<file path="src/include/guard_defs.svh">
// Constants for the coast-stop, external-trip and start-guard block.
// Included by the package and by the design modules; definitions only.
`ifndef GUARD_DEFS_SVH
`define GUARD_DEFS_SVH

// Register byte offsets on the Avalon-MM slave
`define REG_CTRL      8'h00
`define REG_DELAY     8'h04
`define REG_POLARITY  8'h08
`define REG_FUNC_LO   8'h0C
`define REG_FUNC_HI   8'h10
`define REG_STATUS    8'h14
`define REG_KEYPAD    8'h18

// Field positions
`define CTRL_MATCH_BIT   0
`define KEYPAD_RST_BIT   0
`define ST_ENABLE_BIT    0
`define ST_ALARM_BIT     1
`define ST_MATCH_BIT     2
`define ST_ERR_LSB       8

// Terminal function codes (one byte per terminal)
`define FC_FWD    8'h00
`define FC_REV    8'h01
`define FC_COAST  8'h0B
`define FC_USP    8'h0D
`define FC_EXT    8'h0F
`define FC_RESET  8'h12
`define FC_NONE   8'hFF

// Error codes shown while tripped
`define ERR_NONE  8'h00
`define ERR_UV    8'h09
`define ERR_EXT   8'h0C
`define ERR_USP   8'h0D

// Reset values
`define FUNC_RST      56'hFF_120D_0F0B_0100
`define POLARITY_RST  7'h00
`define DELAY_RST     16'h0000
`define CTRL_RST      1'b0

// Restart delay unit: one millisecond tick
`define CLK_MHZ          100
`define TICK_PERIOD_US   1000
`define TICK_CYCLES      (`TICK_PERIOD_US * `CLK_MHZ)

`endif

</file>
<file path="src/include/guard_pkg.sv">
// Types shared by the stop/trip guard modules.
// Assumes guard_defs.svh is on the include path.
`include "guard_defs.svh"

package guard_pkg;
    typedef enum logic [1:0] {
        ST_STOP,
        ST_DELAY,
        ST_RUN
    } drive_state_t;

    typedef enum logic [1:0] {
        TRIP_NONE,
        TRIP_EXT,
        TRIP_USP,
        TRIP_UV
    } trip_t;
endpackage

</file>
<file path="src/verilog/drive_input_stop_trip_guard.sv">
// Coast-stop, external trip and power-on start guard for a motor drive.
// Assumes terminal inputs already synchronous to clk; sys_rst is power-up.
//
// Contract
// - Coast-stop input removes motor drive at once
// - Coast release resumes only if run active
// - Restart from zero or matched speed
// - Restart delay after coast; zero disables
// - Per-terminal polarity allows active-low coast
// - Fault rising edge latches external trip
// - Fault falling edge never trips; history kept
// - External trip persists until reset
// - Trip coasts motor and raises alarm immediately
// - Reset clears alarm; run resumes without guard
// - Guarded external clear by keypad needs fresh intervention
// - No guard: run active at power-up starts
// - Guard: run at power-up gives guard trip
// - Run off or reset clears guard trip
// - Reset input clears guard trip, runs immediately
// - Undervoltage clear still applies start guard
// - Reset acts on fault-clear on-then-off
// - Power-up performs same reset operation
// - Either run input runs; both stop
`timescale 1ns/100ps
`default_nettype none
`include "guard_defs.svh"

module drive_input_stop_trip_guard #(
    parameter int unsigned TICK_CYCLES = `TICK_CYCLES
) (
    input  wire logic         clk,
    input  wire logic         sys_rst,
    input  wire logic [7:0]   avs_address,
    input  wire logic         avs_read,
    input  wire logic         avs_write,
    input  wire logic [31:0]  avs_writedata,
    input  wire logic [3:0]   avs_byteenable,
    output logic [31:0]       avs_readdata,
    output logic              avs_waitrequest,
    input  wire logic [6:0]   terminal_in,
    input  wire logic         undervoltage_fault,
    output logic              motor_enable,
    output logic              alarm_out,
    output logic              restart_from_match,
    output logic [7:0]        error_code,
    output guard_pkg::trip_t  trip_reason
);
    import guard_pkg::*;

    // Any function on any terminal; several terminals may share one code
    function automatic logic func_active(input logic [55:0] codes,
                                         input logic [6:0]  lvl,
                                         input logic [7:0]  code);
        logic hit;
        hit = 1'b0;
        for (int i = 0; i < 7; i++) begin
            if (codes[i*8 +: 8] == code && lvl[i]) begin
                hit = 1'b1;
            end
        end
        return hit;
    endfunction

    function automatic logic [31:0] merge_be(input logic [31:0] old,
                                             input logic [31:0] wd,
                                             input logic [3:0]  be);
        logic [31:0] res;
        res = old;
        for (int b = 0; b < 4; b++) begin
            if (be[b]) begin
                res[b*8 +: 8] = wd[b*8 +: 8];
            end
        end
        return res;
    endfunction

    function automatic logic [7:0] err_of(input trip_t t);
        case (t)
            TRIP_EXT: return `ERR_EXT;
            TRIP_USP: return `ERR_USP;
            TRIP_UV:  return `ERR_UV;
            default:  return `ERR_NONE;
        endcase
    endfunction

    // Register bus state
    logic        ack;
    logic [31:0] rdata;
    logic        match_sel;
    logic [15:0] delay_ms;
    logic [6:0]  polarity;
    logic [55:0] func;
    logic        next_ack;
    logic [31:0] next_rdata;
    logic        next_match_sel;
    logic [15:0] next_delay_ms;
    logic [6:0]  next_polarity;
    logic [55:0] next_func;
    logic        wr_now;
    logic        keypad_reset;
    logic [31:0] lo_word;
    logic [31:0] hi_word;

    assign avs_waitrequest = (avs_read || avs_write) && !ack;
    assign wr_now          = avs_write && ack;
    assign keypad_reset    = wr_now && (avs_address == `REG_KEYPAD)
                             && avs_byteenable[0] && avs_writedata[`KEYPAD_RST_BIT];
    assign avs_readdata    = rdata;
    assign lo_word         = func[31:0];
    assign hi_word         = {8'h00, func[55:32]};

    always_comb begin
        next_ack       = (avs_read || avs_write) && !ack;
        next_rdata     = rdata;
        next_match_sel = match_sel;
        next_delay_ms  = delay_ms;
        next_polarity  = polarity;
        next_func      = func;
        if (avs_read && !ack) begin
            case (avs_address)
                `REG_CTRL:     next_rdata = {31'h0000_0000, match_sel};
                `REG_DELAY:    next_rdata = {16'h0000, delay_ms};
                `REG_POLARITY: next_rdata = {25'h000_0000, polarity};
                `REG_FUNC_LO:  next_rdata = lo_word;
                `REG_FUNC_HI:  next_rdata = hi_word;
                `REG_STATUS:   next_rdata = {16'h0000, error_code, 5'h00,
                                             restart_from_match, alarm_out, motor_enable};
                default:       next_rdata = 32'h0000_0000;
            endcase
        end
        if (wr_now) begin
            case (avs_address)
                `REG_CTRL:     next_match_sel = avs_byteenable[0] ?
                                   avs_writedata[`CTRL_MATCH_BIT] : match_sel;
                `REG_DELAY:    next_delay_ms = 16'(merge_be({16'h0000, delay_ms},
                                   avs_writedata, avs_byteenable));
                `REG_POLARITY: next_polarity = 7'(merge_be({25'h000_0000, polarity},
                                   avs_writedata, avs_byteenable));
                `REG_FUNC_LO:  next_func[31:0] = merge_be(lo_word, avs_writedata,
                                   avs_byteenable);
                `REG_FUNC_HI:  next_func[55:32] = 24'(merge_be(hi_word, avs_writedata,
                                   avs_byteenable));
                default:       next_func = func;
            endcase
        end
    end

    always_ff @(posedge clk or posedge sys_rst) begin
        if (sys_rst) begin
            ack       <= 1'b0;
            rdata     <= 32'h0000_0000;
            match_sel <= `CTRL_RST;
            delay_ms  <= `DELAY_RST;
            polarity  <= `POLARITY_RST;
            func      <= `FUNC_RST;
        end else begin
            ack       <= next_ack;
            rdata     <= next_rdata;
            match_sel <= next_match_sel;
            delay_ms  <= next_delay_ms;
            polarity  <= next_polarity;
            func      <= next_func;
        end
    end

    // Input function decode
    logic [6:0] lvl;
    logic       fwd_on;
    logic       rev_on;
    logic       run_cmd;
    logic       coast_on;
    logic       ext_now;
    logic       usp_on;
    logic       rs_now;

    assign lvl      = terminal_in ^ polarity;
    assign fwd_on   = func_active(func, lvl, `FC_FWD);
    assign rev_on   = func_active(func, lvl, `FC_REV);
    assign run_cmd  = fwd_on ^ rev_on;
    assign coast_on = func_active(func, lvl, `FC_COAST);
    assign ext_now  = func_active(func, lvl, `FC_EXT);
    assign usp_on   = func_active(func, lvl, `FC_USP);
    // Fault-clear is normally open only, so polarity is ignored for it
    assign rs_now   = func_active(func, terminal_in, `FC_RESET);

    // Control state
    drive_state_t state;
    trip_t        trip;
    logic         pending;
    logic         lock;
    logic         coasted;
    logic         ext_prev;
    logic         rs_prev;
    logic         match;
    drive_state_t next_state;
    trip_t        next_trip;
    logic         next_pending;
    logic         next_lock;
    logic         next_coasted;
    logic         next_match;
    logic         timer_start;
    logic         timer_done;
    logic         ext_rise;
    logic         rs_fall;

    assign ext_rise = ext_now && !ext_prev;
    assign rs_fall  = rs_prev && !rs_now;

    always_comb begin
        next_state   = state;
        next_trip    = trip;
        next_pending = pending;
        next_lock    = lock;
        next_coasted = coasted;
        next_match   = match;
        timer_start  = 1'b0;
        if (rs_now) begin
            next_state = ST_STOP;
        end else if (rs_fall) begin
            // Reset operation; guard trip cleared here restarts at once
            next_trip    = TRIP_NONE;
            next_lock    = 1'b0;
            next_coasted = 1'b0;
            next_pending = (trip == TRIP_UV) || (trip == TRIP_NONE);
            next_state   = ST_STOP;
            // A fault edge in the clearing cycle must not be lost: set wins
            if (ext_rise) begin
                next_trip    = TRIP_EXT;
                next_pending = 1'b0;
            end
        end else if ((ext_rise || undervoltage_fault) && trip == TRIP_NONE) begin
            next_trip    = ext_rise ? TRIP_EXT : TRIP_UV;
            next_state   = ST_STOP;
            next_coasted = 1'b0;
            next_pending = 1'b0;
        end else if (trip != TRIP_NONE) begin
            next_state = ST_STOP;
            if (keypad_reset) begin
                next_trip = TRIP_NONE;
                next_lock = usp_on && run_cmd;
            end else if (trip == TRIP_USP && !run_cmd) begin
                next_trip = TRIP_NONE;
            end
        end else if (pending) begin
            next_pending = 1'b0;
            if (usp_on && run_cmd) begin
                next_trip = TRIP_USP;
            end
        end else begin
            case (state)
                ST_STOP: begin
                    if (!run_cmd) begin
                        next_lock    = 1'b0;
                        next_coasted = 1'b0;
                    end
                    if (run_cmd && !coast_on && !lock) begin
                        if (coasted) begin
                            next_state  = ST_DELAY;
                            timer_start = 1'b1;
                        end else begin
                            next_state = ST_RUN;
                            next_match = 1'b0;
                        end
                    end
                end
                ST_DELAY: begin
                    if (!run_cmd || coast_on) begin
                        next_state = ST_STOP;
                    end else if (timer_done) begin
                        next_state   = ST_RUN;
                        next_match   = match_sel;
                        next_coasted = 1'b0;
                    end
                end
                ST_RUN: begin
                    if (coast_on) begin
                        next_state   = ST_STOP;
                        next_coasted = 1'b1;
                    end else if (!run_cmd) begin
                        next_state = ST_STOP;
                    end
                end
                default: next_state = ST_STOP;
            endcase
        end
    end

    always_ff @(posedge clk or posedge sys_rst) begin
        if (sys_rst) begin
            state    <= ST_STOP;
            trip     <= TRIP_NONE;
            pending  <= 1'b1;
            lock     <= 1'b0;
            coasted  <= 1'b0;
            ext_prev <= 1'b0;
            rs_prev  <= 1'b0;
            match    <= 1'b0;
        end else begin
            state    <= next_state;
            trip     <= next_trip;
            pending  <= next_pending;
            lock     <= next_lock;
            coasted  <= next_coasted;
            ext_prev <= ext_now;
            rs_prev  <= rs_now;
            match    <= next_match;
        end
    end

    restart_timer #(
        .TICK_CYCLES (TICK_CYCLES)
    ) u_delay (
        .clk      (clk),
        .sys_rst  (sys_rst),
        .start    (timer_start),
        .delay_ms (delay_ms),
        .done     (timer_done)
    );

    assign motor_enable       = (state == ST_RUN);
    assign alarm_out          = (trip != TRIP_NONE);
    assign restart_from_match = match;
    assign error_code         = err_of(trip);
    assign trip_reason        = trip;
endmodule
`default_nettype wire

</file>
<file path="src/verilog/restart_timer.sv">
// Restart delay timer counting whole milliseconds.
// Assumes a one-cycle start pulse; done holds until the next start.
`timescale 1ns/100ps
`default_nettype none
`include "guard_defs.svh"

module restart_timer #(
    parameter int unsigned TICK_CYCLES = `TICK_CYCLES
) (
    input  wire logic        clk,
    input  wire logic        sys_rst,
    input  wire logic        start,
    input  wire logic [15:0] delay_ms,
    output logic             done
);
    logic        busy;
    logic [15:0] remaining;
    logic [16:0] prescale;
    logic        next_busy;
    logic [15:0] next_remaining;
    logic [16:0] next_prescale;

    always_comb begin
        next_busy      = busy;
        next_remaining = remaining;
        next_prescale  = prescale;
        if (start) begin
            next_busy      = 1'b1;
            next_remaining = delay_ms;
            next_prescale  = 17'h0_0000;
        end else if (busy && remaining != 16'h0000) begin
            if (prescale == 17'(TICK_CYCLES - 1)) begin
                next_prescale  = 17'h0_0000;
                next_remaining = remaining - 16'h0001;
            end else begin
                next_prescale = prescale + 17'h0_0001;
            end
        end
    end

    always_ff @(posedge clk or posedge sys_rst) begin
        if (sys_rst) begin
            busy      <= 1'b0;
            remaining <= 16'h0000;
            prescale  <= 17'h0_0000;
        end else begin
            busy      <= next_busy;
            remaining <= next_remaining;
            prescale  <= next_prescale;
        end
    end

    // Zero delay expires at once, so no waiting
    assign done = busy && (remaining == 16'h0000);
endmodule
`default_nettype wire

</file>
<file path="config.mk">
export PLATFORM = sky130hd
export DESIGN_NAME = drive_input_stop_trip_guard
export DESIGN_NICKNAME = d
export VERILOG_FILES = /design/src/include/guard_pkg.sv /design/src/verilog/drive_input_stop_trip_guard.sv /design/src/verilog/restart_timer.sv
export VERILOG_INCLUDE_DIRS = /design/src /design/src/include
export SDC_FILE = /design/constraint.sdc
export NUM_CORES = 1
export LEC_CHECK = 0
export BUFFER_PORTS_ARGS = -buffer_cell sky130_fd_sc_hd__buf_4
export CAP_MARGIN = 40
export CORE_ASPECT_RATIO = 1.1
export CORE_MARGIN = 2
export CORE_UTILIZATION = 30
export CTS_CLUSTER_DIAMETER = 150
export DETAILED_ROUTE_END_ITERATION = 6
export SLEW_MARGIN = 20
export SYNTH_ARGS = -nofsm -noshare
export SYNTH_HDL_FRONTEND = slang
export SYNTH_HIERARCHICAL = 1
export SYNTH_SLANG_ARGS = --single-unit
</file>
<file path="constraint.sdc">
create_clock -name clk -period 4.5 [get_ports clk]
set_input_delay 0.45 -clock clk [delete_from_list [all_inputs] [get_ports clk]]
set_output_delay 0.45 -clock clk [all_outputs]
set_load 0.05 [all_outputs]
</file>
==> impl_metrics.yaml, run 1 <==
status:
  status: "finished, final reports clean"
critical_path:
  r2r_slack_ps: 280
  path_max_fanout: 10
  crit_type: "reg -> reg"
  critPathLaunchType: "flip-flop"
  r2r_start: "func[36]$_DFFE_PP0P_"
  worstReg2RegEnd: "u_delay/prescale[11]$_DFFE_PP0P_"
  cp-end-kind: "flip-flop"
  cp.required_ps: 4860
  cp-startpoint: "func[36]$_DFFE_PP0P_"
  r2r_cells: 13
  critPathArrivalTime_ps: 4580
sta:
  finalSetupTns_ps: 0
  setup_viol: 0
  slew_headroom_pct: 40.22
  rsz0062_at_grt: "false"
  hold_viol: 0
  fin_crit_ps: 4224
  tightestPinTransition_ps: 874.2
  clock_skew_ps: 20.35
  fin_crit_sh_pct: 93.88
  fmax_ghz: 0.2367
  drv_slew: 0
clock_tree:
  ctsHoldBuffers: 0
  cts_tree: "built"
  cts_buffers: 17
  insertion_delay_ps: 440
  path_clk_slew_ps: 70
  h-tree-depth: 4
  clock_sinks: 157
  post_cts_buffers: 0
  cts-resized-gates: 0
  root_buffer: "clkbuf_16"
  clockBufferDepth: 2
detailed_routing:
  drtIter0Drc: 540
  finalWirelength_um: 24010
  vias: 6834
  remaining_drc_errors: 0
  drtPass1Iterations: 5
  drt.antenna.violating_nets: 0
  wl_per_cell_um: 18.91
  vias_per_cell: 5.381
logic_synthesis:
  synthArstFlopShare_pct: 100.0
  synth_edf_count: 0
  synth_compound_area_share_pct: 13.33
  ys_seq_elements: 157
  yosysWarningCount: 6
  yosys-mux-area-fraction_pct: 12.05
  synth-seq-area-share_pct: 47.46
  syn_inst: 791
  synth_area_per_cell_um2: 10.54
  synthAdderAreaFrac_pct: 0.9006
  synth-simple-area-share_pct: 21.69
  synth-main-ff-cell: "dfrtp_1"
  synth_cell_types: 82
  synth_top_family_by_area: "simple AND/OR/NAND/NOR gates"
  syn_area_mm2: 0.008335
  yosys.area_share.xor_xnor_pct: 1.666
placement:
  numPortBuffers: 96
  dpl.hpwl_um: 17960
  place.gp.congestion: 0.8709
floorplan:
  initial_core_util_pct: 30.26
  rows: 64
  die-area_mm2: 0.02914
  die-height_um: 178.8
  die_x_um: 162.9
  ios: 102
  core_area_mm2: 0.02755
power:
  leakagePower_nw: 4.483
  power_w: 0.004160
  vdd.ir_drop.worst_mv: 0.2214
  power_density_mw_per_mm2: 411.4
cells_and_area:
  nets: 956
  syn_to_final_growth_pct: 21.30
  utilization_pct: 36.71
  antennaDiodeCount: 0
  drive_gt1_share_pct: 31.20
grt:
  gr-usage-all-layers_pct: 17.07
  antenna_found_initial: 1
  first_global_vias: 6852
  grt-ovfl-total: 0
  grt_max_degree: 48
  grt_first_pass_wirelength_um: 38440
hold_path:
  min_path_type: "in -> async"
run:
  max_cap_viol_count: 0
through the flow:
step / cell area (µm²) / hold slack [ps] / setup slack, ps / cells
6_report: 10110 / 73.83 / 275.6 / 1270
5_1_grt: 10110 / 103.5 / 21.94 / 1270
4_1_cts: 10110 / 82.12 / 249.0 / 1270
3_5_place_dp: 9523 / 468.7 / 262.5 / 1238
3_3_place_gp: 9515 / 463.1 / 382.3 / 1238
2_1_floorplan: 8351 / 471.2 / 521.8 / 795
where the power goes:
group,switching (W),internal [W]
Clock,0.000636,0.000828
Combinational,0.000638,0.000376
Sequential,0.000154,0.00153
critical path: stages, from the launching register on:
cell,delay [ps]
dfrtp_1,440
or4_1,570
or3_1,360
o311ai_2,250
nor4_2,100
xor2_2,370
nand3_1,170
or4_1,460
nor2_2,200
nor2_1,140
clkinv_1,190
nand3_1,220
or4_1,520
a21oi_1,160
kinds of logic after synthesis:
kind of cell | after synthesis
fa+ha+maj | 6
compound gates | 153
other cells | 1
xor+xnor | 15
buf+inv | 57
flops | 157
mux | 89
simple gates | 313
worst max-delay path by stage:
| stage | slack, ps | cells after the start | to |
|---|---|---|---|
| 6_report | 280 | 13 | u_delay/prescale[11]$_DFFE_PP0P_ |
| 5_1_grt | 20 | 13 | u_delay/prescale[11]$_DFFE_PP0P_ |
| 4_1_cts | 250 | 13 | u_delay/prescale[16]$_DFFE_PP0P_ |
| 3_5_place_dp | 260 | 13 | u_delay/prescale[16]$_DFFE_PP0P_ |
| 3_3_place_gp | 380 | 13 | u_delay/prescale[11]$_DFFE_PP0P_ |
| 2_1_floorplan | 520 | 14 | u_delay/prescale[11]$_DFFE_PP0P_ |
synthesized netlist by cell type (7+ instances only):
library cell / n / area (µm²)
nor3_1: 24 / 120.1
nor2_1: 34 / 127.6
nand2_1: 79 / 296.5
dfstp_2: 22 / 578.1
nor4_1: 17 / 106.4
and3_1: 13 / 81.33
dfrtp_1: 135 / 3378
a221oi_1: 8 / 70.07
nand3_1: 29 / 145.1
a22o_1: 7 / 61.31
or3_1: 19 / 118.9
inv_1: 24 / 90.09
clkbuf_1: 20 / 75.07
mux2_2: 85 / 957.2
a22oi_1: 16 / 120.1
nand4_1: 27 / 168.9
a21oi_1: 19 / 95.09
nor2b_1: 7 / 43.79
or4_1: 10 / 75.07
nor4b_1: 7 / 61.31
xor2_1: 9 / 78.83
o21ai_0: 51 / 255.2
cells in the final DEF (no fill, tap or decap), types with 5 or more instances in the layout:
cell	instances
dfrtp_1	135
buf_4	112
mux2_2	85
nand2_1	79
o21ai_0	50
nor2_1	33
nand3_1	29
nand4_1	27
nor3_1	23
inv_1	23
dfstp_2	22
or3_1	19
a21oi_1	19
nor4_1	17
clkbuf_16	17
a22oi_1	16
and3_1	13
or4_1	10
xor2_1	9
a221oi_1	8
nor4b_1	7
nor2b_1	7
a22o_1	7
nor3b_1	6
o31ai_1	6
ha_1	6
xnor2_1	5
nor4_2	5
o32ai_1	5
conb_1	5
registers in the layout (all words and copies together) (netlist names), 2 cells and up:
register / count
u_delay/remaining: 16
func: 56
state: 2
delay_ms: 16
trip_reason: 2
polarity: 7
u_delay/prescale: 17
avs_readdata: 32
layout make-up:
cell class,instances,area (µm²)
clock inverters,15,162.7
repair buffers,112,840.8
multi-input cells,581,4175
fillers,2803,17440
well taps,363,454.2
inverters,25,96.34
flip-flops and latches,157,3956
clock buffers,17,425.4
per-layer routing:
metal	share of wire (%)	GRT usage (%)	up-vias
li1	-	-	3186
met1	46	22.81	3397
met2	47	27.60	215
met3	5.8	3.840	34
met4	1.6	5.273	2
met5	0.050	0	-
No activity file was read; power rests on OpenSTA's default activity.
==> run 2: changes to the inputs <==
--- a/config.mk
+++ b/config.mk
@@ -6,13 +6,13 @@
 export SDC_FILE = /design/constraint.sdc
 export NUM_CORES = 1
 export LEC_CHECK = 0
-export BUFFER_PORTS_ARGS = -buffer_cell sky130_fd_sc_hd__buf_4
 export CAP_MARGIN = 40
 export CORE_ASPECT_RATIO = 1.1
 export CORE_MARGIN = 2
 export CORE_UTILIZATION = 30
 export CTS_CLUSTER_DIAMETER = 150
 export DETAILED_ROUTE_END_ITERATION = 6
+export DONT_BUFFER_PORTS = 1
 export SLEW_MARGIN = 20
 export SYNTH_ARGS = -nofsm -noshare
 export SYNTH_HDL_FRONTEND = slang
==> impl_metrics.yaml, run 2 (synthesized netlist as in run 1, its figures left out) <==
placement:
  placed_cell_area_mm2: 0.008808
  dp.cells: 1143
  place.gp.congestion: 0.8865
  dpl.hpwl_um: 18080
  numPortBuffers: 0
floorplan:
  rows: 64
  ios: 102
  initial_core_util_pct: 30.26
  die_x_um: 162.9
  die-area_mm2: 0.02914
  die-height_um: 178.8
  core_area_mm2: 0.02755
detailed_routing:
  finalWirelength_um: 24200
  vias: 6582
  drtIter0Drc: 618
  vias_per_cell: 5.583
  drt.antenna.violating_nets: 0
  remaining_drc_errors: 0
  drtPass1Iterations: 6
  wl_per_cell_um: 20.53
clock_tree:
  cts_buffers: 17
  cts_tree: "built"
  insertion_delay_ps: 440
  h-tree-depth: 4
  clock_sinks: 157
  post_cts_buffers: 0
  root_buffer: "clkbuf_16"
  clockBufferDepth: 2
  path_clk_slew_ps: 70
grt:
  grt-ovfl-total: 0
  gr-usage-all-layers_pct: 17.20
  grt_first_pass_wirelength_um: 38050
  first_global_vias: 6372
  antenna_found_initial: 0
  grt_max_degree: 63
cells_and_area:
  stdcell_area_mm2: 0.009425
  final_cells: 1179
  fill_cells: 2847
  final-seq-area_mm2: 0.003956
  syn_to_final_growth_pct: 13.07
  multi_input_area_mm2: 0.004170
  final_common_cell: "dfrtp_1"
  antennaDiodeCount: 0
  nets: 865
  final_cell_mix: "dfrtp_1 (135), mux2_2 (85), nand2_1 (79), o21ai_0 (50), nor2_1 (33)"
  drive_gt1_share_pct: 23.16
  regMostFlops: "func"
  largest_reg_flops: 56
status:
  status: "finished with violations"
  violations: "negative hold slack"
critical_path:
  path_max_fanout: 7
  critPathArrivalTime_ps: 4490
  r2r_start: "func[36]$_DFFE_PP0P_"
  crit_type: "reg -> reg"
  cp-startpoint: "func[36]$_DFFE_PP0P_"
  critPathLaunchType: "flip-flop"
  cp.required_ps: 4870
  cp-end-kind: "flip-flop"
power:
  vdd.ir_drop.worst_mv: 0.2422
  switching_power_w: 0.001367
  clkPwrFrac_pct: 35.1
  leakagePower_nw: 4.001
  power_density_mw_per_mm2: 424.6
  combPwrFrac_pct: 22.2
  p_sw_share_pct: 34.16
  seq_power_share_pct: 42.7
  p_int_w: 0.002635
sta:
  tightestPinTransition_ps: 828.3
  clock_skew_ps: 15.11
  fmax_ghz: 0.2428
  rsz0062_at_grt: "false"
  slew_headroom_pct: 44.67
  holdWs_ps: -5.085
  finalSetupTns_ps: 0
  fin_crit_sh_pct: 91.52
  setup_viol: 0
  fin_crit_ps: 4118
  drv_slew: 0
  hold_viol: 6
run:
  max_cap_viol_count: 0
hold_path:
  min_path_type: "in -> async"
-- run 2: changes by cell type in the layout (fill, tap and decap cells not counted), moves of 2 or more --
| cell | delta |
|---|---|
| clkbuf_1 | +2 |
| clkinvlp_4 | +3 |
| clkinv_2 | -3 |
| buf_4 | -97 |
| inv_8 | -2 |
| clkbuf_8 | +2 |
-- run 2: timing repair --
| item | 4_1_cts | 5_1_grt |
|---|---|---|
| hold buffers | 0 | 1 |
| gates resized for setup | 0 | 0 |
| hold endpoints to repair | 0 | 6 |
-- run 2: cell type report --
cell class                      count  share of cell area, %
Timing Repair Buffer               21                  1.898
Clock inverter                     11                  1.155
Inverter                           25                  1.022
Clock buffer                       21                  4.885
Tap cell                          363                  4.819
Multi-Input combinational cell    581                  44.25
Sequential cell                   157                  41.98
-- run 2: worst paths after layout --
check / endpoint / slack, ps / cells past startpoint
max: u_delay/prescale[16]$_DFFE_PP0P_ / 380 / 13
min: u_delay/prescale[16]$_DFFE_PP0P_ / -5 / 2
max reg2reg: u_delay/prescale[16]$_DFFE_PP0P_ / 380 / 13
min reg2reg: func[21]$_DFFE_PP0P_ / 540 / 1
max in group asynchronous: func[44]$_DFFE_PP1P_ / 3080 / 4
min in group clk: func[50]$_DFFE_PP1P_ / 140 / 2
-- run 2: power groups by stage --
| stage | logic [W] | clock network (W) | registers (W) |
|---|---|---|---|
| floorplan | 0.000707 | 0 | 0.00169 |
| CTS | 0.000884 | 0.00143 | 0.00171 |
| global route | 0.000987 | 0.00148 | 0.00173 |
| detailed placement | 0.000881 | 0 | 0.00173 |
| finish | 0.000889 | 0.00140 | 0.00171 |
| global placement | 0.000865 | 0 | 0.00173 |
-- run 2: worst max-delay path, stage by stage (launching register included) --
cell and delay, ps:
dfrtp_1 430, or4_1 580, or3_1 350, o311ai_2 240, nor4_2 100, xor2_2 220, nand3_1 140, or4_1 450
nor2_2 270, nor4_1 100, nand4_1 230, nand3_1 270, or4_1 520, a21oi_1 150
-- run 2: layer usage --
metal,up-vias,routed length (µm),global-route usage [%]
met5,-,0,0
met4,0,481,5.273
met3,31,1940,4.997
met2,233,11280,27.51
met1,3315,10490,22.53
li1,3003,-,-
-- run 2: stage by stage --
step / power, W / worst slack (ps) / utilization [%]
6_report: 0.004002 / 381.8 / 34.22
4_1_cts: 0.004022 / 342.0 / 34.04
5_1_grt: 0.004201 / 52.48 / 34.22
2_1_floorplan: 0.002393 / 521.8 / -
3_5_place_dp: 0.002613 / 331.3 / 31.98
3_3_place_gp: 0.002593 / 448.1 / 31.85
==> run 3: changes to the inputs <==
--- a/config.mk
+++ b/config.mk
@@ -13,6 +13,8 @@
 export CTS_CLUSTER_DIAMETER = 150
 export DETAILED_ROUTE_END_ITERATION = 6
 export DONT_BUFFER_PORTS = 1
+export GPL_ROUTABILITY_DRIVEN = 0
+export GPL_TIMING_DRIVEN = 0
 export SLEW_MARGIN = 20
 export SYNTH_ARGS = -nofsm -noshare
 export SYNTH_HDL_FRONTEND = slang
==> constraint.sdc (replaced) <==
create_clock -name clk -period 3.6 [get_ports clk]
set_input_delay 0.36 -clock clk [delete_from_list [all_inputs] [get_ports clk]]
set_output_delay 0.36 -clock clk [all_outputs]
set_load 0.05 [all_outputs]
==> impl_metrics.yaml, run 3 (synthesized netlist as in run 1, its figures left out) <==
grt:
  antenna_found_initial: 0
  grt_max_degree: 78
  gr-usage-all-layers_pct: 17.86
  grt_first_pass_wirelength_um: 39740
  first_global_vias: 6697
  grt-ovfl-total: 0
detailed_routing:
  remaining_drc_errors: 0
  drt.antenna.violating_nets: 0
  drtPass1Iterations: 5
  vias: 6814
  finalWirelength_um: 25810
  drtIter0Drc: 557
  vias_per_cell: 5.526
  wl_per_cell_um: 20.94
sta:
  drv_slew: 0
  hold_viol: 0
  clock_skew_ps: 12.13
  tightestPinTransition_ps: 791.4
  fin_crit_sh_pct: 105.0
  fmax_ghz: 0.2646
  rsz0062_at_grt: "true"
  fin_crit_ps: 3780
  setup_viol: 21
  slew_headroom_pct: 47.05
  layout_setup_ws_ps: -179.5
floorplan:
  initial_core_util_pct: 30.26
  die_x_um: 162.9
  ios: 102
  core_area_mm2: 0.02755
  die-height_um: 178.8
  die-area_mm2: 0.02914
  rows: 64
cells_and_area:
  fill_cells: 2777
  final_cell_mix: "dfrtp_1 (134), mux2_2 (85), nand2_1 (78), o21ai_0 (44), buf_4 (31)"
  drive_gt1_share_pct: 30.34
  regMostFlops: "func"
  syn_to_final_growth_pct: 22.04
  nets: 919
  final_common_cell: "dfrtp_1"
  final_cells: 1233
  antennaDiodeCount: 0
  largest_reg_flops: 56
placement:
  dpl.hpwl_um: 18560
  dp.cells: 1164
  numPortBuffers: 0
  dpl_worst_slack_ps: -912.8
status:
  violations: "negative setup slack"
  status: "finished with violations"
clock_tree:
  cts_tree: "built"
  root_buffer: "clkbuf_16"
  cts_buffers: 17
  clock_sinks: 157
  h-tree-depth: 4
  clockBufferDepth: 2
  insertion_delay_ps: 430
  path_clk_slew_ps: 70
run:
  max_cap_viol_count: 0
critical_path:
  critPathArrivalTime_ps: 4130
  cp-end-kind: "flip-flop"
  crit_type: "reg -> reg"
  cp.required_ps: 3950
  r2r_slack_ps: -180
  critPathLaunchType: "flip-flop"
  path_max_fanout: 4
power:
  vdd.ir_drop.worst_mv: 0.2709
  power_density_mw_per_mm2: 543.6
  leakagePower_nw: 4.354
hold_path:
  min_path_type: "in -> reg"
==> run 3: changes by cell type in the layout (fill, tap and decap cells not counted), sizes merged <==
| cell | change |
|---|---|
| clkbuf | +12 |
| inv | +2 |
| clkinvlp | -1 |
| buf | +38 |
| bufinv | +3 |
==> run 3: area by class of cell <==
| class | count | area (µm²) | area share (%) |
|---|---|---|---|
| Timing Repair Buffer | 45 | 436.7 | 4.293 |
| Tap cell | 363 | 454.2 | 4.465 |
| Sequential cell | 157 | 3958 | 38.91 |
| Inverter | 25 | 108.9 | 1.070 |
| Multi-Input combinational cell | 581 | 4409 | 43.35 |
| Clock inverter | 15 | 211.5 | 2.079 |
| Buffer | 30 | 168.9 | 1.661 |
| Clock buffer | 17 | 425.4 | 4.182 |
==> run 3: through the flow <==
| step | instance area (µm²) | setup TNS [ps] | total power (W) | hold slack (ps) | utilization [%] |
|---|---|---|---|---|---|
| after floorplan | 8374 | -679.7 | 0.003002 | 469.0 | - |
| after global placement | 8828 | -173130 | 0.003253 | 478.3 | 32.05 |
| after detailed placement | 8894 | -20410 | 0.003280 | 231.3 | 32.29 |
| after CTS | 9898 | -4850 | 0.005414 | 43.28 | 35.93 |
| after global routing | 10170 | -4281 | 0.005781 | 51.80 | 36.93 |
| final | 10170 | -2156 | 0.005530 | 55.07 | 36.93 |
==> run 3: what timing repair did <==
action                                 in CTS  in global routing
resized for setup                          44                 38
gates cloned                                0                  1
pin swaps                                  21                 19
setup endpoints to repair                  33                 33
endpoints found under the hold margin      68                  0
setup buffers                              23                 13
hold buffers                                1                  0
==> run 3: final timing paths <==
check | end | start | cells after the start
worst max-delay path | u_delay/prescale[11]$_DFFE_PP0P_ | func[37]$_DFFE_PP0P_ | 14
worst min-delay path | func[50]$_DFFE_PP1P_ | avs_writedata[18] | 2
worst max register to register | u_delay/prescale[11]$_DFFE_PP0P_ | func[37]$_DFFE_PP0P_ | 14
worst min register to register | u_delay/prescale[0]$_DFFE_PP0P_ | u_delay/prescale[0]$_DFFE_PP0P_ | 1
max in group asynchronous | func[52]$_DFFE_PP1P_ | sys_rst | 3
min in group asynchronous | u_delay/prescale[15]$_DFFE_PP0P_ | sys_rst | 2
==> run 3: power breakdown <==
group          total [W]  leakage [nW]  internal (W)  switching, W
combinational    0.00143          1.98      0.000581      0.000845
sequential       0.00215          2.07       0.00191      0.000238
clock            0.00196         0.302       0.00117      0.000784
total            0.00553          4.35       0.00366       0.00187
==> run 3: metal layers <==
metal	GRT usage (%)	wire length, µm	share of wire (%)	vias up
li1	-	-	-	3112
met1	22.65	10920	42	3470
met2	29.73	12740	49	202
met3	4.534	1626	6.3	30
met4	5.973	532	2.1	0
met5	0	0	0	-
==> run 3: worst max-delay path, cell delays in order, from the launching register on <==
cell and delay, ps:
dfrtp_2 430, or4_4 520, or3_4 360, o311ai_4 280, nor4_4 70, xor2_2 270
nand3_2 120, or4_4 450, nor2_4 170, nor4_2 60, nand4_1 130, buf_6 140
nand3_4 80, or4_1 470, a21oi_1 130
